<file path="config.mk">
export PLATFORM = sky130hd
export DESIGN_NAME = apr_alert2_route
export DESIGN_NICKNAME = d
export VERILOG_FILES = /design/src/apr_pkg.sv /design/src/apr_pulse_if.sv /design/src/apr_alert2_route.sv /design/src/apr_conv_pulse.sv
export SDC_FILE = /design/constraint.sdc
export NUM_CORES = 1
export LEC_CHECK = 0
export BUFFER_PORTS_ARGS = -buffer_cell sky130_fd_sc_hd__buf_2
export CAP_MARGIN = 20
export CORE_ASPECT_RATIO = 0.75
export CORE_MARGIN = 2
export CORE_UTILIZATION = 50
export CTS_BUF_LIST = sky130_fd_sc_hd__clkbuf_2
export DETAILED_ROUTE_END_ITERATION = 7
export HOLD_SLACK_MARGIN = 0.12
export PLACE_DENSITY_LB_ADDON = 0.08
export SLEW_MARGIN = 25
export SYNTH_ARGS = -nofsm -noshare
export SYNTH_HDL_FRONTEND = slang
export SYNTH_SLANG_ARGS = --single-unit
</file>
<file path="constraint.sdc">
create_clock -name core_clk_i -period 2.45 [get_ports core_clk_i]
set_input_delay 0.245 -clock core_clk_i [delete_from_list [all_inputs] [get_ports core_clk_i]]
set_output_delay 0.245 -clock core_clk_i [all_outputs]
set_load 0.02 [all_outputs]
</file>
<file path="src/apr_pkg.sv">
// Constants and field layout of the second alert pin routing block
package apr_pkg;

  // Register map
  localparam logic [7:0] APR_ROUTE_ADDR = 8'h28;
  localparam int APR_MASK_W = 24;
  localparam logic [23:0] APR_ROUTE_RESET = 24'h00_0000;
  // Bit 0 is unimplemented: never stored, reads zero
  localparam logic [23:0] APR_ROUTE_WMASK = 24'hFF_FFFE;

  // Field positions (channel A sits at the highest bit of each group)
  localparam int APR_OVC_TOP = 23;
  localparam int APR_UNDC_TOP = 19;
  localparam int APR_OVV_TOP = 15;
  localparam int APR_UNDV_TOP = 11;
  localparam int APR_OVPWR_TOP = 7;
  localparam int APR_ENERGY_ACC_BIT = 3;
  localparam int APR_SAMPLE_CNT_BIT = 2;
  localparam int APR_CONV_DONE_BIT = 1;
  localparam int APR_NUM_CHAN = 4;

  // Conversion-complete pulse width
  localparam int APR_CLK_PERIOD_PS = 4000;
  localparam int APR_CONV_PULSE_PS = 5000000;
  localparam int APR_CONV_PULSE_CYC = (APR_CONV_PULSE_PS + APR_CLK_PERIOD_PS - 1)
                                      / APR_CLK_PERIOD_PS;
  localparam int APR_CNT_W = 11;
  localparam logic [10:0] APR_CNT_LAST = 11'(APR_CONV_PULSE_CYC - 1);

endpackage : apr_pkg

</file>
<file path="src/apr_pulse_if.sv">
// Handshake between the routing logic and the conversion pulse timer
`timescale 1ns/1ps
interface apr_pulse_if;
  logic start;
  logic busy;
  modport timer (input start, output busy);
  modport user (output start, input busy);
endinterface : apr_pulse_if

</file>
<file path="src/apr_alert2_route.sv">
// Routing mask register and drive logic of the second alert pin
`timescale 1ns/1ps
module apr_alert2_route (
  // Clock and reset
  input wire logic core_clk_i,
  input wire logic reset_n_i,
  // Register port from the serial slave
  input wire logic [7:0] reg_addr_i,
  input wire logic reg_wr_i,
  input wire logic reg_rd_i,
  input wire logic [apr_pkg::APR_MASK_W-1:0] reg_wdata_i,
  output logic [apr_pkg::APR_MASK_W-1:0] reg_rdata_o,
  // Alert conditions, index 0 is channel A
  input wire logic [apr_pkg::APR_NUM_CHAN-1:0] ovc_alert_i,
  input wire logic [apr_pkg::APR_NUM_CHAN-1:0] undc_alert_i,
  input wire logic [apr_pkg::APR_NUM_CHAN-1:0] ovv_alert_i,
  input wire logic [apr_pkg::APR_NUM_CHAN-1:0] undv_alert_i,
  input wire logic [apr_pkg::APR_NUM_CHAN-1:0] ovpwr_alert_i,
  input wire logic energy_acc_full_i,
  input wire logic sample_counter_full_i,
  input wire logic conversion_done_i,
  // Global enables (same bit layout) and pin function
  input wire logic [apr_pkg::APR_MASK_W-1:0] alert_enable_i,
  input wire logic pin_func_alert_i,
  // Pin drive, high means asserted
  output logic second_alert_pin_o
);
  import apr_pkg::*;

  typedef struct packed {
    logic [APR_MASK_W-1:0] mask;
    logic [APR_MASK_W-1:0] rdata;
    logic pin;
  } apr_route_st_t;

  apr_route_st_t state_ff;
  apr_route_st_t nxt_state;
  logic [APR_MASK_W-1:0] cond_vec;
  logic [APR_MASK_W-1:0] routed;
  logic hit;

  apr_pulse_if pulse_if ();

  ////////////////////////////////////////////////////////////////////////
  // Condition vector laid out like the mask
  for (genvar i = 0; i < APR_NUM_CHAN; i++) begin : g_chan
    assign cond_vec[APR_OVC_TOP-i] = ovc_alert_i[i];
    assign cond_vec[APR_UNDC_TOP-i] = undc_alert_i[i];
    assign cond_vec[APR_OVV_TOP-i] = ovv_alert_i[i];
    assign cond_vec[APR_UNDV_TOP-i] = undv_alert_i[i];
    assign cond_vec[APR_OVPWR_TOP-i] = ovpwr_alert_i[i];
  end
  assign cond_vec[APR_ENERGY_ACC_BIT] = energy_acc_full_i;
  assign cond_vec[APR_SAMPLE_CNT_BIT] = sample_counter_full_i;
  assign cond_vec[APR_CONV_DONE_BIT] = pulse_if.busy;
  assign cond_vec[0] = 1'b0;

  // Timer runs on every conversion; gating happens at the pin
  assign pulse_if.start = conversion_done_i;

  apr_conv_pulse u_conv_pulse (
    .core_clk_i(core_clk_i),
    .reset_n_i(reset_n_i),
    .pulse(pulse_if.timer)
  );

  ////////////////////////////////////////////////////////////////////////
  // Source gating: a source needs both route and global enable
  assign routed = state_ff.mask & alert_enable_i & cond_vec;
  assign hit = reg_addr_i == APR_ROUTE_ADDR;

  // Next state
  always_comb begin
    nxt_state = state_ff;
    // Only the mask is written; status flags live elsewhere
    if (reg_wr_i && hit) begin
      nxt_state.mask = reg_wdata_i & APR_ROUTE_WMASK;
    end
    // Unmapped reads return zero
    if (reg_rd_i) begin
      nxt_state.rdata = hit ? (state_ff.mask & APR_ROUTE_WMASK) : '0;
    end
    // Registered pin keeps the output glitch-free at the cost of a cycle
    nxt_state.pin = pin_func_alert_i && (|routed);
  end

  // State register
  always_ff @(posedge core_clk_i or negedge reset_n_i) begin
    if (!reset_n_i) begin
      state_ff <= '{mask: APR_ROUTE_RESET, rdata: '0, pin: 1'b0};
    end else begin
      state_ff <= nxt_state;
    end
  end

  assign reg_rdata_o = state_ff.rdata;
  assign second_alert_pin_o = state_ff.pin;

  ////////////////////////////////////////////////////////////////////////
  // Checks
  AST_WRITE_STORES: assert property (
    @(posedge core_clk_i) disable iff (!reset_n_i)
    (reg_wr_i && hit) |=> state_ff.mask == ($past(reg_wdata_i) & APR_ROUTE_WMASK))
    else $error("route mask not updated by write");
  AST_BIT0_ZERO: assert property (
    @(posedge core_clk_i) disable iff (!reset_n_i)
    reg_rd_i |=> (reg_rdata_o[0] == 1'b0))
    else $error("unimplemented bit read as one");
  AST_FUNC_OFF: assert property (
    @(posedge core_clk_i) disable iff (!reset_n_i)
    !pin_func_alert_i |=> !second_alert_pin_o)
    else $error("pin asserted outside alert function");
  AST_GLOBAL_OFF: assert property (
    @(posedge core_clk_i) disable iff (!reset_n_i)
    (alert_enable_i == '0) |=> !second_alert_pin_o)
    else $error("pin asserted with all alerts disabled");
  AST_OVC_A: assert property (
    @(posedge core_clk_i) disable iff (!reset_n_i)
    (pin_func_alert_i && ovc_alert_i[0] && state_ff.mask[23] && alert_enable_i[23])
    |=> second_alert_pin_o)
    else $error("channel A overcurrent not routed");
  AST_UNDC_D: assert property (
    @(posedge core_clk_i) disable iff (!reset_n_i)
    (pin_func_alert_i && undc_alert_i[3] && state_ff.mask[16] && alert_enable_i[16])
    |=> second_alert_pin_o)
    else $error("channel D undercurrent not routed");
  AST_OVV_B: assert property (
    @(posedge core_clk_i) disable iff (!reset_n_i)
    (pin_func_alert_i && ovv_alert_i[1] && state_ff.mask[14] && alert_enable_i[14])
    |=> second_alert_pin_o)
    else $error("channel B overvoltage not routed");
  AST_UNDV_C: assert property (
    @(posedge core_clk_i) disable iff (!reset_n_i)
    (pin_func_alert_i && undv_alert_i[2] && state_ff.mask[9] && alert_enable_i[9])
    |=> second_alert_pin_o)
    else $error("channel C undervoltage not routed");
  AST_OVPWR_A: assert property (
    @(posedge core_clk_i) disable iff (!reset_n_i)
    (pin_func_alert_i && ovpwr_alert_i[0] && state_ff.mask[7] && alert_enable_i[7])
    |=> second_alert_pin_o)
    else $error("channel A overpower not routed");
  AST_ACC_FULL: assert property (
    @(posedge core_clk_i) disable iff (!reset_n_i)
    (pin_func_alert_i && energy_acc_full_i && state_ff.mask[3] && alert_enable_i[3])
    |=> second_alert_pin_o)
    else $error("accumulator fullness not routed");
  AST_CNT_FULL: assert property (
    @(posedge core_clk_i) disable iff (!reset_n_i)
    (pin_func_alert_i && sample_counter_full_i && state_ff.mask[2] && alert_enable_i[2])
    |=> second_alert_pin_o)
    else $error("sample counter fullness not routed");
  AST_MASK_BLOCKS: assert property (
    @(posedge core_clk_i) disable iff (!reset_n_i)
    (state_ff.mask == '0) |=> !second_alert_pin_o)
    else $error("pin asserted with empty route mask");

  // Pin is the OR of routed, enabled sources, both ways
  AST_PIN_SET: assert property (
    @(posedge core_clk_i) disable iff (!reset_n_i)
    (pin_func_alert_i && (|(state_ff.mask & alert_enable_i & cond_vec)))
    |=> second_alert_pin_o)
    else $error("routed enabled source did not assert pin");
  AST_PIN_CLEAR: assert property (
    @(posedge core_clk_i) disable iff (!reset_n_i)
    !(pin_func_alert_i && (|(state_ff.mask & alert_enable_i & cond_vec)))
    |=> !second_alert_pin_o)
    else $error("pin asserted with no routed enabled source");
  AST_CONV_ROUTED: assert property (
    @(posedge core_clk_i) disable iff (!reset_n_i)
    (pin_func_alert_i && pulse_if.busy && state_ff.mask[1] && alert_enable_i[1])
    |=> second_alert_pin_o)
    else $error("conversion pulse not routed");

  // Register side: mask only moves on a matching write
  AST_MASK_HOLD: assert property (
    @(posedge core_clk_i) disable iff (!reset_n_i)
    !(reg_wr_i && hit) |=> $stable(state_ff.mask))
    else $error("route mask changed without a write");
  AST_READ_BACK: assert property (
    @(posedge core_clk_i) disable iff (!reset_n_i)
    (reg_rd_i && hit) |=> (reg_rdata_o == $past(state_ff.mask)))
    else $error("route mask read back wrong");
  AST_READ_OTHER: assert property (
    @(posedge core_clk_i) disable iff (!reset_n_i)
    (reg_rd_i && !hit) |=> (reg_rdata_o == '0))
    else $error("unmapped read returned nonzero data");
  AST_RDATA_HOLD: assert property (
    @(posedge core_clk_i) disable iff (!reset_n_i)
    !reg_rd_i |=> $stable(reg_rdata_o))
    else $error("read data moved without a read");

  // Far ends of each channel group, so a reversed index shows up
  AST_OVC_D: assert property (
    @(posedge core_clk_i) disable iff (!reset_n_i)
    (pin_func_alert_i && ovc_alert_i[3] && state_ff.mask[20] && alert_enable_i[20])
    |=> second_alert_pin_o)
    else $error("channel D overcurrent not routed");
  AST_UNDC_A: assert property (
    @(posedge core_clk_i) disable iff (!reset_n_i)
    (pin_func_alert_i && undc_alert_i[0] && state_ff.mask[19] && alert_enable_i[19])
    |=> second_alert_pin_o)
    else $error("channel A undercurrent not routed");
  AST_OVV_D: assert property (
    @(posedge core_clk_i) disable iff (!reset_n_i)
    (pin_func_alert_i && ovv_alert_i[3] && state_ff.mask[12] && alert_enable_i[12])
    |=> second_alert_pin_o)
    else $error("channel D overvoltage not routed");
  AST_UNDV_A: assert property (
    @(posedge core_clk_i) disable iff (!reset_n_i)
    (pin_func_alert_i && undv_alert_i[0] && state_ff.mask[11] && alert_enable_i[11])
    |=> second_alert_pin_o)
    else $error("channel A undervoltage not routed");
  AST_OVPWR_D: assert property (
    @(posedge core_clk_i) disable iff (!reset_n_i)
    (pin_func_alert_i && ovpwr_alert_i[3] && state_ff.mask[4] && alert_enable_i[4])
    |=> second_alert_pin_o)
    else $error("channel D overpower not routed");

endmodule // apr_alert2_route

</file>
<file path="src/apr_conv_pulse.sv">
// Fixed-width pulse timer for the conversion-complete alert
`timescale 1ns/1ps
module apr_conv_pulse (
  // Clock and reset
  input wire logic core_clk_i,
  input wire logic reset_n_i,
  // Trigger and status
  apr_pulse_if.timer pulse
);
  import apr_pkg::*;

  typedef enum logic {APR_P_IDLE, APR_P_HIGH} apr_pstate_t;
  typedef struct packed {
    apr_pstate_t st;
    logic [APR_CNT_W-1:0] cnt;
    logic busy;
  } apr_pulse_st_t;

  apr_pulse_st_t state_ff;
  apr_pulse_st_t nxt_state;

  ////////////////////////////////////////////////////////////////////////
  // Next state: a start while high restarts the full width
  always_comb begin
    nxt_state = state_ff;
    case (state_ff.st)
      APR_P_IDLE: begin
        if (pulse.start) begin
          nxt_state.st = APR_P_HIGH;
          nxt_state.cnt = '0;
          nxt_state.busy = 1'b1;
        end
      end
      APR_P_HIGH: begin
        if (pulse.start) begin
          nxt_state.cnt = '0; // Back-to-back conversions keep pin high
        end else if (state_ff.cnt == APR_CNT_LAST) begin
          nxt_state.st = APR_P_IDLE;
          nxt_state.busy = 1'b0;
        end else begin
          nxt_state.cnt = state_ff.cnt + 1'b1;
        end
      end
      default: begin
        nxt_state.st = APR_P_IDLE;
        nxt_state.busy = 1'b0;
      end
    endcase
  end

  // State register
  always_ff @(posedge core_clk_i or negedge reset_n_i) begin
    if (!reset_n_i) begin
      state_ff <= '{st: APR_P_IDLE, cnt: '0, busy: 1'b0};
    end else begin
      state_ff <= nxt_state;
    end
  end

  assign pulse.busy = state_ff.busy;

  ////////////////////////////////////////////////////////////////////////
  // Checks
  AST_PULSE_WIDTH: assert property (
    @(posedge core_clk_i) disable iff (!reset_n_i)
    $fell(state_ff.busy) |-> ($past(state_ff.cnt) == APR_CNT_LAST))
    else $error("conversion pulse ended at wrong width");
  AST_PULSE_START: assert property (
    @(posedge core_clk_i) disable iff (!reset_n_i)
    pulse.start |=> state_ff.busy [*8])
    else $error("conversion pulse did not start");

endmodule // apr_conv_pulse

</file>
# ---- After elaboration in Yosys (flattened, before gate mapping)
# Index checks and enable logic that the tools add are counted.
dict set report classes {
  muxes 9
  addsub 1
  n_reduce_logical 5
  n_bitwise 3
  eq_ne 6
}
# op n
set op_table {}
lappend op_table {{$and 24x24->24} 2}
lappend op_table {{$pmux 13 s2} 1}
lappend op_table {{$mux 24} 1}
lappend op_table {{$reduce_or 24->1} 1}
lappend op_table {{$mux 11} 2}
lappend op_table {{$mux 13} 1}
lappend op_table {{$add 11x1->11 const B} 1}
lappend op_table {{$eq 11x11->1 const B} 1}
lappend op_table {{$eq 8x6->1 const B} 1}
lappend op_table {{$ne 2x2->1 const B} 3}
lappend op_table {{$mux 1} 4}
lappend op_table {{$ne 3x3->1 const B} 1}
lappend op_table {{$reduce_and 3->1} 1}
lappend op_table {{$logic_and 1x1->1} 2}
lappend op_table {{$reduce_and 2->1} 1}
lappend op_table {{$not 1->1} 1}
dict set report word_totals {
  reg_bits 61
  out_inout_bits 25
  in_bits 84
}

# ---- Logic depth before layout (Yosys ltp)
# Gate-level depths: netlist (run 1).
dict set report logic_depth {
  ltp_word 4
  depth_mapped 6
  ltp_nobuf 6
}

# ---- Modules after synthesis
# From an unflattened synthesis (run 1), not the netlist that was laid out.
dict set report hier_totals {
  cells_unflattened 230
  hier_area_um2 2895.3
}
# module seq_area_each_um2 n_inst cells_per_inst area_each_um2
set by_module_without_submodules {}
lappend by_module_without_submodules {apr_alert2_route 1176.1 1 158 2198.4}
lappend by_module_without_submodules {apr_conv_pulse 325.3 1 72 696.9}

# ---- Least setup slack after synthesis (run 1)
# Ideal clock, no wire load.
dict set report synth_timing {
  path_type {register to register}
  startpoint {register u_conv_pulse.state_ff[3] (netlist bit)}
  endpoint {register u_conv_pulse.state_ff[11] (netlist bit)}
  arrival_ns 1.646
  slack_ns 0.676
  path_stages_with_launch 6
  setup_time_ns 0.128
  period_less_slack_ns 1.774
  path_buffers 1
  path_cell_list {dfrtp_1 > buf_6 > or4_4 > o31ai_4 > nor4_1 > mux2_1}
}
dict set report synth_between {
  elab_chain_len 4
  word_cells_on_any_way 7
  cone_classes {add/sub (1); eq/ne (2); mux (3); reduce/logical (1)}
}
# element line
set synth_rtl {}
lappend synth_rtl {{from (decl)} apr_conv_pulse.sv:19} ;# apr_pulse_st_t state_ff;
lappend synth_rtl {{from (signal assigned)} apr_conv_pulse.sv:54} ;# state_ff <= '{st: APR_P_IDLE, cnt: '0, busy: 1'b0};
lappend synth_rtl {{from (signal assigned)} apr_conv_pulse.sv:56} ;# state_ff <= nxt_state;
lappend synth_rtl {{$add 11x1->11} apr_conv_pulse.sv:41} ;# nxt_state.cnt = state_ff.cnt + 1'b1;
lappend synth_rtl {{$mux 11} apr_conv_pulse.sv:37} ;# end else if (state_ff.cnt == APR_CNT_LAST) begin
lappend synth_rtl {{$mux 11} apr_conv_pulse.sv:35} ;# if (pulse.start) begin
lappend synth_rtl {{$pmux 13 s2} apr_conv_pulse.sv:26} ;# case (state_ff.st)
# Parallel ways exist; a longest one is shown, timed or not. The select of a mux whose other input is x is not followed.
# A chain may end at the register's enable or synchronous reset.

# ---- Worst setup path after layout (run 1)
# Same ends and word-level chain as after synthesis.

==> results.yml, run 1 <==
clock_network:
  numCtsBuffers: 9
  clock_path_buffers: 2
  cts_sinks: 60
  clk_pin_slew_ns: 0.16
  cts_root_buf: "clkbuf_2"
  cts_tree: "built"
  clk_latency_ns: 0.46
  htreeDepth: 3
timing:
  worst_slew_pin_slew_ns: 0.814
  fin_crit_sh_pct: 75.9
  clock_skew_ns: 0.0146
  hold_viol_final: 0
  maxSlewViolCount: 0
  slew_headroom_pct: 45.6
  setup_ws_ns: 0.591
  rsz0062_at_grt: "no"
  fin_setup_tns_ns: 0
  layout_min_cycle_time_ns: 1.86
  setup_viol: 0
  max_freq_mhz: 538
worst_setup_path:
  reg2reg_depth: 4
  required_ns: 2.81
  critical_path.max_fanout: 7
  worst-path-buf-inv: 0
  regToRegStartpoint: "u_conv_pulse.state_ff[3]$_DFFE_PN0P_"
  reg2reg_to: "u_conv_pulse.state_ff[11]$_DFFE_PN0P_"
  arrival_ns: 2.21
  startpoint_type: "flop"
  crit_type: "reg2reg"
  critPathMaxStageDelay_ns: 0.57
  cp_cell_sequence: "or4_4 > o31ai_4 > nor4_1 > mux2_1"
  cpMaxStageDelayCell: "or4_4"
  endpoint_kind: "flop"
  crit_family: "simple AND/OR/NAND/NOR gates"
  ff2ff_setup_slack_ns: 0.59
floorplanning:
  rows: 23
  dieArea_um2: 6090
  die_h_um: 68.1
  initial_utilization_pct: 51.4
  ioPinCount: 109
  die_w_um: 89.4
  core_area_um2: 5320
grt:
  grt_max_degree: 27
  antenna_found_initial: 0
  grt_pass1_wl_mm: 9.63
  grt-ovfl-total: 0
  grt_pass1_vias: 1950
  grt_usage_pct: 21.8
finish:
  n_antenna_cell: 0
  drive_gt1_share_pct: 43.9
  final_nets: 423
  synthToLayoutAreaGrowth_pct: 27.9
placement:
  port_buffers: 105
  dpl_worst_slack_ns: 0.615
  dp_hpwl_mm: 4.36
  gp_congestion: 0.850
routing:
  wl_mm: 6.18
  top_layer_used: "met4"
  avgViaCountPerCell: 5.04
  post_drt_wl_per_cell_um: 14.8
  drt_iter0_markers: 83
  vias: 2100
  wl_met2_mm: 2.69
  drt_first_pass_iters: 4
  remaining_drc_errors: 0
  ant_nets: 0
  wl_met1_mm: 3.06
  wl_met3_um: 366
hold_path:
  hold_depth: 4
  min_from: "alert_enable_i[16]"
  min_to: "second_alert_pin_o$_DFF_PN0_"
  hold_class: "in2reg"
yosys:
  async_flop_share_pct: 100
  ys.warnings.count: 0
  synth_edf_count: 0
  synth_top_area_cell: "dfrtp_1"
  syn_inst: 224
  synth.cell_area_um2: 2740
  synth_nets: 310
  synth.most_common_cell: "dfrtp_1"
  synth.avg_cell_area_um2: 12.2
  ys_seq_elements: 60
  synth_cell_type_count: 35
  synthTopCellsByArea: "dfrtp_1 55%, mux2_2 9.9%, a22o_1 7.4%"
  yosysSeqAreaShare_pct: 54.9
  ys_dominant_reg_cell: "dfrtp_1"
  synth_common_cells: "60 x dfrtp_1, 24 x buf_4, 24 x mux2_2"
  synth_top_area_share_pct: 54.9
job:
  maxCapViolations: 0
status:
  outcome: "finished, final reports clean"
power_and_ir_drop:
  ir_drop_uv: 280
  powerDensity_nw_per_um2: 482
  leakage_nw: 1.90
==> state kept, by name, summed over array words and instances, names as in the netlist <==
register                 count
reg_rdata_o                 23
second_alert_pin_o           1
state_ff                    23
u_conv_pulse.pulse.busy      1
u_conv_pulse.state_ff       12
==> per-stage QoR <==
stage	instances	hold slack (ns)	power (mW)	utilization [%]	area (um^2)
after floorplan	224	-0.0506	1.10	-	2740
after global placement	375	0.211	1.20	59.3	3160
after detailed placement	375	0.213	1.20	59.3	3160
after CTS	417	0.132	1.71	65.8	3500
after global routing	417	0.143	1.79	65.8	3500
final	417	0.182	1.69	65.8	3500
==> power breakdown <==
part	total [mW]	switching [mW]	internal (mW)
clock	0.473	0.346	0.127
combinational	0.180	0.0755	0.105
sequential	1.04	0.0203	1.01
==> area by class of cell <==
type	count	area (um^2)
Clock inverter	6	31.3
Timing Repair Buffer	135	816
Sequential cell	60	1500
Fill cell	435	1820
Clock buffer	10	50.0
Multi-Input combinational cell	127	993
Inverter	4	15.0
Tap cell	75	93.8
==> per-layer routing <==
layer  GRT usage, %  vias up
li1               -     1026
met1           31.8     1000
met2           29.8       68
met3           8.56        6
met4           7.09        0
met5              0        -
==> worst register-to-register path: stages, from the launching register on <==
cell	delay (ns)
dfrtp_1	0.49
or4_4	0.57
o31ai_4	0.27
nor4_1	0.12
mux2_1	0.31
==> worst max path at each step <==
stage | endpoint | slack (ns) | cells after the start | start
CTS | u_conv_pulse.state_ff[11]$_DFFE_PN0P_ | 0.58 | 4 | u_conv_pulse.state_ff[3]$_DFFE_PN0P_
global route | u_conv_pulse.state_ff[11]$_DFFE_PN0P_ | 0.52 | 4 | u_conv_pulse.state_ff[3]$_DFFE_PN0P_
floorplan | u_conv_pulse.state_ff[11]$_DFFE_PN0P_ | 0.68 | 5 | u_conv_pulse.state_ff[3]$_DFFE_PN0P_
global placement | u_conv_pulse.state_ff[11]$_DFFE_PN0P_ | 0.63 | 4 | u_conv_pulse.state_ff[3]$_DFFE_PN0P_
detailed placement | u_conv_pulse.state_ff[11]$_DFFE_PN0P_ | 0.61 | 4 | u_conv_pulse.state_ff[3]$_DFFE_PN0P_
finish | u_conv_pulse.state_ff[11]$_DFFE_PN0P_ | 0.59 | 4 | u_conv_pulse.state_ff[3]$_DFFE_PN0P_
==> kinds of logic after synthesis <==
family | Yosys count | share of synthesized area, %
AO/OA/AOI/OAI | 41 | 12.3
XOR/XNOR | 8 | 2.56
adder cells (fa/ha/maj) | 2 | 0.914
buffers and inverters | 37 | 8.82
flip-flops | 60 | 54.9
multiplexers | 25 | 10.3
other | 1 | 0.137
AND/OR/NAND/NOR | 50 | 10.1
==> cells in the final DEF, fill, tap and decap left out, types with 2 or more instances in the layout <==
cell / synthesis / final
inv_1: 4 / 4
dfrtp_1: 60 / 60
dlygate4sd3_1: 0 / 26
and3_1: 12 / 12
a22o_1: 23 / 23
xor2_1: 5 / 5
a31oi_1: 11 / 11
mux2_2: 24 / 24
nand4_1: 6 / 6
clkbuf_2: 0 / 10
clkinv_2: 0 / 4
nor3_1: 2 / 2
nand3_1: 4 / 4
xnor2_1: 3 / 3
nand2_1: 6 / 6
buf_2: 4 / 105
buf_4: 24 / 4
nor4_1: 2 / 2
ha_1: 2 / 2
nor2_1: 11 / 11
==> repair_timing <==
action / in CTS / in global routing
hold buffers: 26 / 0
resized for setup: 0 / 0
setup buffers: 0 / 0
endpoints found under the hold margin: 70 / 0
setup endpoints to repair: 0 / 0
Power figures use the tool's default switching activity.
==> run 2, diff against run 1 <==
- ABC_AREA: default -> 1
- clock period: 2.45 -> 1.8 ns (I/O delays scaled with it)
==> results.yml, run 2 <==
finish:
  final_nets: 598
  n_antenna_cell: 0
  synthToLayoutAreaGrowth_pct: 33.2
  final_cell_mix: "112 x nand2_1, 105 x buf_2, 60 x dfrtp_1"
  drive_gt1_share_pct: 25.9
  final_common_cell: "nand2_1"
routing:
  remaining_drc_errors: 0
  post_drt_wl_per_cell_um: 13.6
  drt_iter0_markers: 184
  drt_first_pass_iters: 7
  ant_nets: 0
  wl_mm: 8.12
  avgViaCountPerCell: 5.16
  vias: 3072
timing:
  clock_skew_ns: 0.0289
  maxSlewViolCount: 0
  fin_setup_tns_ns: 0
  hold_viol_final: 0
  slew_headroom_pct: 63.0
  max_freq_mhz: 617
  rsz0062_at_grt: "no"
  worst_slew_pin_slew_ns: 0.555
  setup_ws_ns: 0.178
  layout_min_cycle_time_ns: 1.62
  fin_crit_sh_pct: 90.1
  setup_viol: 0
worst_setup_path:
  required_ns: 2.20
  cp_cell_sequence: "inv_1 > ha_1 > nand2_1 > nor2_1 > nand3b_1 > nand2_1 > nand2_2 > o21ai_0"
  arrival_ns: 2.03
  critPathMaxStageDelay_ns: 0.43
  cpMaxStageDelayCell: "dfrtp_1"
  crit_type: "reg2reg"
  critical_path.max_fanout: 8
  startpoint_type: "flop"
  endpoint_kind: "flop"
  crit_top_cell: "nand2_1"
placement:
  dpl_worst_slack_ns: 0.224
  dp_hpwl_mm: 5.66
  gp_congestion: 0.856
  port_buffers: 105
power_and_ir_drop:
  leakage_nw: 2.11
  ir_drop_uv: 445
  powerDensity_nw_per_um2: 691
  p_total_mw: 2.84
yosys:
  async_flop_share_pct: 100
  ys_dominant_reg_cell: "dfrtp_1"
  synth_common_cells: "112 x nand2_1, 60 x dfrtp_1, 42 x inv_1"
  synthTopCellsByArea: "dfrtp_1 49%, nand2_1 14%, nand4_1 6.1%"
  ys.warnings.count: 0
  synth_top_area_cell: "dfrtp_1"
  synth_nets: 474
  ys_seq_elements: 60
  synth.cell_area_um2: 3090
  synth.most_common_cell: "nand2_1"
  syn_inst: 388
  synth_top_area_share_pct: 48.6
  synth.avg_cell_area_um2: 7.96
  synth_edf_count: 0
  synth_cell_type_count: 21
  yosysSeqAreaShare_pct: 48.6
grt:
  grt_pass1_wl_mm: 13.5
  antenna_found_initial: 0
  grt_max_degree: 40
  grt_pass1_vias: 2927
  grt-ovfl-total: 0
  grt_usage_pct: 25.6
floorplanning:
  ioPinCount: 109
  rows: 24
  core_area_um2: 5890
  die_h_um: 72.0
  initial_utilization_pct: 52.4
  die_w_um: 94.7
  dieArea_um2: 6820
clock_network:
  cts_setup_buffers: 0
  clk_pin_slew_ns: 0.17
  clock_path_buffers: 2
  cts_tree: "built"
  clk_latency_ns: 0.49
  cts_root_buf: "clkbuf_2"
  cts_sinks: 60
  htreeDepth: 3
  numCtsBuffers: 9
hold_path:
  hold_class: "in2reg"
status:
  outcome: "finished, final reports clean"
job:
  maxCapViolations: 0
==> run 2: cell types whose count changed after synthesis, sizes merged, moves of 3 or more <==
cell and delta:
nand3 +32, nor2 +11, o21ai +9, clkbuf +8
and3 -11, a22o -23, a31oi -11, inv +38
mux2 -25, nand2 +107, nand4 +24, o22ai +23
xnor2 -3, xor2 -5
==> run 2: repair_timing <==
item,in CTS,in global routing
hold endpoints to repair,96,1
hold buffers,38,1
resized for setup,0,0
==> run 2: routing by layer <==
layer	vias up	wire length [um]	GRT usage [%]
li1	1503	-	-
met1	1453	3670	35.6
met2	112	3830	41.2
met3	4	596	7.06
met4	0	29	4.67
met5	-	0	0
==> run 2: cells by family (layout without fill, tap and decap cells) <==
logic type / Yosys count / after routing / synth area share, %
flops: 60 / 60 / 48.6
fa+ha+maj: 2 / 2 / 0.811
simple gates: 206 / 206 / 30.4
buf+inv: 83 / 212 / 13.2
compound gates: 36 / 36 / 6.85
other cells: 1 / 1 / 0.121
==> run 2: worst max-delay path, delay by kind of cell (launching register included) <==
kind	cells	cell delay, ns
DFF	1	0.43
buffers and inverters	1	0.08
AOI/OAI and AO/OA	1	0.21
adders and majority gates	1	0.14
and+or+nand+nor	5	0.69
==> run 2: path summary, 6_finish.rpt <==
kind / from / endpoint / slack (ns) / cells after the start
max: u_conv_pulse.state_ff[2]$_DFFE_PN0P_ / u_conv_pulse.state_ff[4]$_DFFE_PN0P_ / 0.18 / 8
min: reg_addr_i[6] / state_ff[43]$_DFFE_PN0P_ / 0.17 / 5
max reg2reg: u_conv_pulse.state_ff[2]$_DFFE_PN0P_ / u_conv_pulse.state_ff[4]$_DFFE_PN0P_ / 0.18 / 8
min reg2reg: state_ff[47]$_DFFE_PN0P_ / state_ff[47]$_DFFE_PN0P_ / 0.53 / 2
max in group asynchronous: reset_n_i / state_ff[32]$_DFFE_PN0P_ / 0.99 / 3
min in group asynchronous: reset_n_i / state_ff[41]$_DFFE_PN0P_ / 0.20 / 2
==> run 2: power breakdown <==
part	leakage [nW]	internal, mW	switching (mW)	total, mW
registers	0.826	1.38	0.0312	1.41
clock network	0.0925	0.608	0.520	1.13
logic	1.19	0.150	0.151	0.300
==> run 2: layout make-up <==
cell class / count / area (um^2)
clock buffers: 10 / 50.0
clock inverters: 6 / 111
fillers: 508 / 1770
inverters: 42 / 158
multi-input cells: 245 / 1180
flip-flops and latches: 60 / 1500
well taps: 78 / 97.6
repair buffers: 154 / 1020
==> run 2: through the flow <==
step	hold slack [ns]	std cells	util, %	instance area, um^2
after floorplan	-0.116	388	-	3090
after global placement	0.193	540	60.5	3560
after detailed placement	0.200	540	60.5	3560
after CTS	0.121	594	69.7	4100
after global routing	0.127	595	69.9	4110
final	0.171	595	69.9	4110
==> run 3, diff against run 2 <==
- CORE_ASPECT_RATIO: 0.75 -> default
- CORE_MARGIN: 2 -> 4
- GPL_TIMING_DRIVEN: default -> 0
==> results.yml, run 3 (synthesized netlist as in run 2, its figures left out) <==
timing:
  setup_viol: 0
  clock_skew_ns: 0.0292
  max_freq_mhz: 574
  slew_headroom_pct: 50.3
  maxSlewViolCount: 0
  worst_slew_pin_slew_ns: 0.746
  hold_viol_final: 0
  fin_crit_sh_pct: 96.8
  fin_setup_tns_ns: 0
  layout_min_cycle_time_ns: 1.74
  whs_ns: 0.167
floorplanning:
  rows: 28
  core_area_um2: 5960
  die_w_um: 86.6
  ioPinCount: 109
  dieArea_um2: 7490
  initial_utilization_pct: 51.8
  die_h_um: 86.6
hold_path:
  min_from: "undc_alert_i[0]"
  hold_class: "in2reg"
power_and_ir_drop:
  leakage_nw: 2.22
  seqPwrFrac_pct: 50.4
  clockPowerShare_pct: 38.9
  p_switching_mw: 0.693
  power_frac_comb_pct: 10.7
  p_int_mw: 2.11
  power.share.switching_pct: 24.7
  powerDensity_nw_per_um2: 663
  ir_drop_uv: 461
worst_setup_path:
  required_ns: 2.21
  regToRegStartpoint: "u_conv_pulse.state_ff[2]$_DFFE_PN0P_"
  reg2reg_to: "u_conv_pulse.state_ff[5]$_DFFE_PN0P_"
  worst-path-buf-inv: 3
  critPathMaxStageDelay_ns: 0.63
  cp_num_cells: 6
  crit_family: "buffers and inverters"
  cpMaxStageDelayCell: "dlygate4sd3_1"
  crit_top_cell: "dlygate4sd3_1"
  reg2reg_depth: 8
  arrival_ns: 2.16
  ff2ff_setup_slack_ns: 0.14
  startpoint: "reg_addr_i[7]"
  endpoint_kind: "flop"
  crit_end: "reg_rdata_o[2]$_DFFE_PN0P_"
  crit_type: "in2reg"
  critical_path.max_fanout: 5
  cp_cell_sequence: "buf_2 > nor4_4 > dlygate4sd3_1 > nand2_1 > dlygate4sd3_1 > o22ai_1"
  startpoint_type: "input port"
finish:
  synthToLayoutAreaGrowth_pct: 36.9
  final_common_cell: "nand2_1"
  final_cell_mix: "111 x nand2_1, 107 x buf_2, 60 x dfrtp_1"
  final_cell_count_no_fill: 620
  drive_gt1_share_pct: 27.5
  final_nets: 626
  n_antenna_cell: 0
clock_network:
  clk_pin_slew_ns: 0.18
  htreeDepth: 3
  cts_sinks: 60
  numCtsBuffers: 9
  clk_latency_ns: 0.49
  clock_path_buffers: 2
  cts_tree: "built"
  cts_root_buf: "clkbuf_2"
routing:
  wl_mm: 8.38
  drt_iter0_markers: 167
  ant_nets: 0
  vias: 3083
  remaining_drc_errors: 0
  avgViaCountPerCell: 4.97
  post_drt_wl_per_cell_um: 13.5
  drt_first_pass_iters: 4
grt:
  grt_max_degree: 61
  grt_pass1_vias: 2920
  grt_pass1_wl_mm: 13.6
  grt_usage_pct: 23.3
  antenna_found_initial: 0
  grt-ovfl-total: 0
placement:
  gp_congestion: 0.827
  port_buffers: 104
  dp_hpwl_mm: 5.88
  dp.cells: 567
job:
  maxCapViolations: 0
status:
  outcome: "finished, final reports clean"
run 3: per-stage QoR:
stage          setup slack (ns)  power, mW  instance area (um^2)  util [%]
6_report                 0.0584       2.80                  4230      71.0
5_1_grt              -0.0000560       2.94                  4230      71.0
2_1_floorplan             0.433       1.52                  3090         -
3_3_place_gp             0.0661       1.68                  3700      62.1
4_1_cts                  0.0373       2.81                  4200      70.6
3_5_place_dp             0.0828       1.68                  3700      62.2
run 3: power by group through the flow:
stage | clock network (mW) | logic (mW) | registers [mW]
detailed placement | 0 | 0.247 | 1.44
finish | 1.09 | 0.301 | 1.41
CTS | 1.10 | 0.298 | 1.41
floorplan | 0 | 0.0925 | 1.43
global placement | 0 | 0.241 | 1.44
global route | 1.18 | 0.336 | 1.42
run 3: repair_timing:
item,4_1_cts,5_1_grt
gates resized for setup,0,2
endpoints found under the hold margin,97,0
buffers inserted,0,2
hold buffers,35,0
setup endpoints to repair,0,10
run 3: routing by layer:
layer | vias up | GRT usage, % | wire length [um]
met4 | 0 | 7.65 | 148
li1 | 1565 | - | -
met1 | 1398 | 31.0 | 3640
met5 | - | 0 | 0
met2 | 107 | 38.2 | 4100
met3 | 13 | 4.66 | 499
run 3: cell type report:
cell class | count | area, um^2
fillers | 494 | 1730
flip-flops and latches | 60 | 1500
multi-input cells | 245 | 1190
repair buffers | 141 | 888
plain buffers | 41 | 249
inverters | 42 | 158
clock inverters | 7 | 105
well taps | 75 | 93.8
clock buffers | 9 | 45.0
run 3: worst min path at each step:
stage	depth (start not counted)	slack, ns	end
after detailed placement	1	0.30	reg_rdata_o[13]$_DFFE_PN0P_
after floorplan	0	-0.12	reg_rdata_o[10]$_DFFE_PN0P_
after CTS	5	0.15	second_alert_pin_o$_DFF_PN0_
after global placement	3	0.44	state_ff[26]$_DFFE_PN0P_
after global routing	5	0.20	second_alert_pin_o$_DFF_PN0_
final	5	0.17	second_alert_pin_o$_DFF_PN0_
run 3: worst register-to-register path, delay by kind of cell (launching register included):
family / cells / cell delay, ns
AO/OA/AOI/OAI: 1 / 0.18
adder cells (fa/ha/maj): 1 / 0.18
buffers and inverters: 1 / 0.08
flip-flops: 1 / 0.42
AND/OR/NAND/NOR: 5 / 0.73
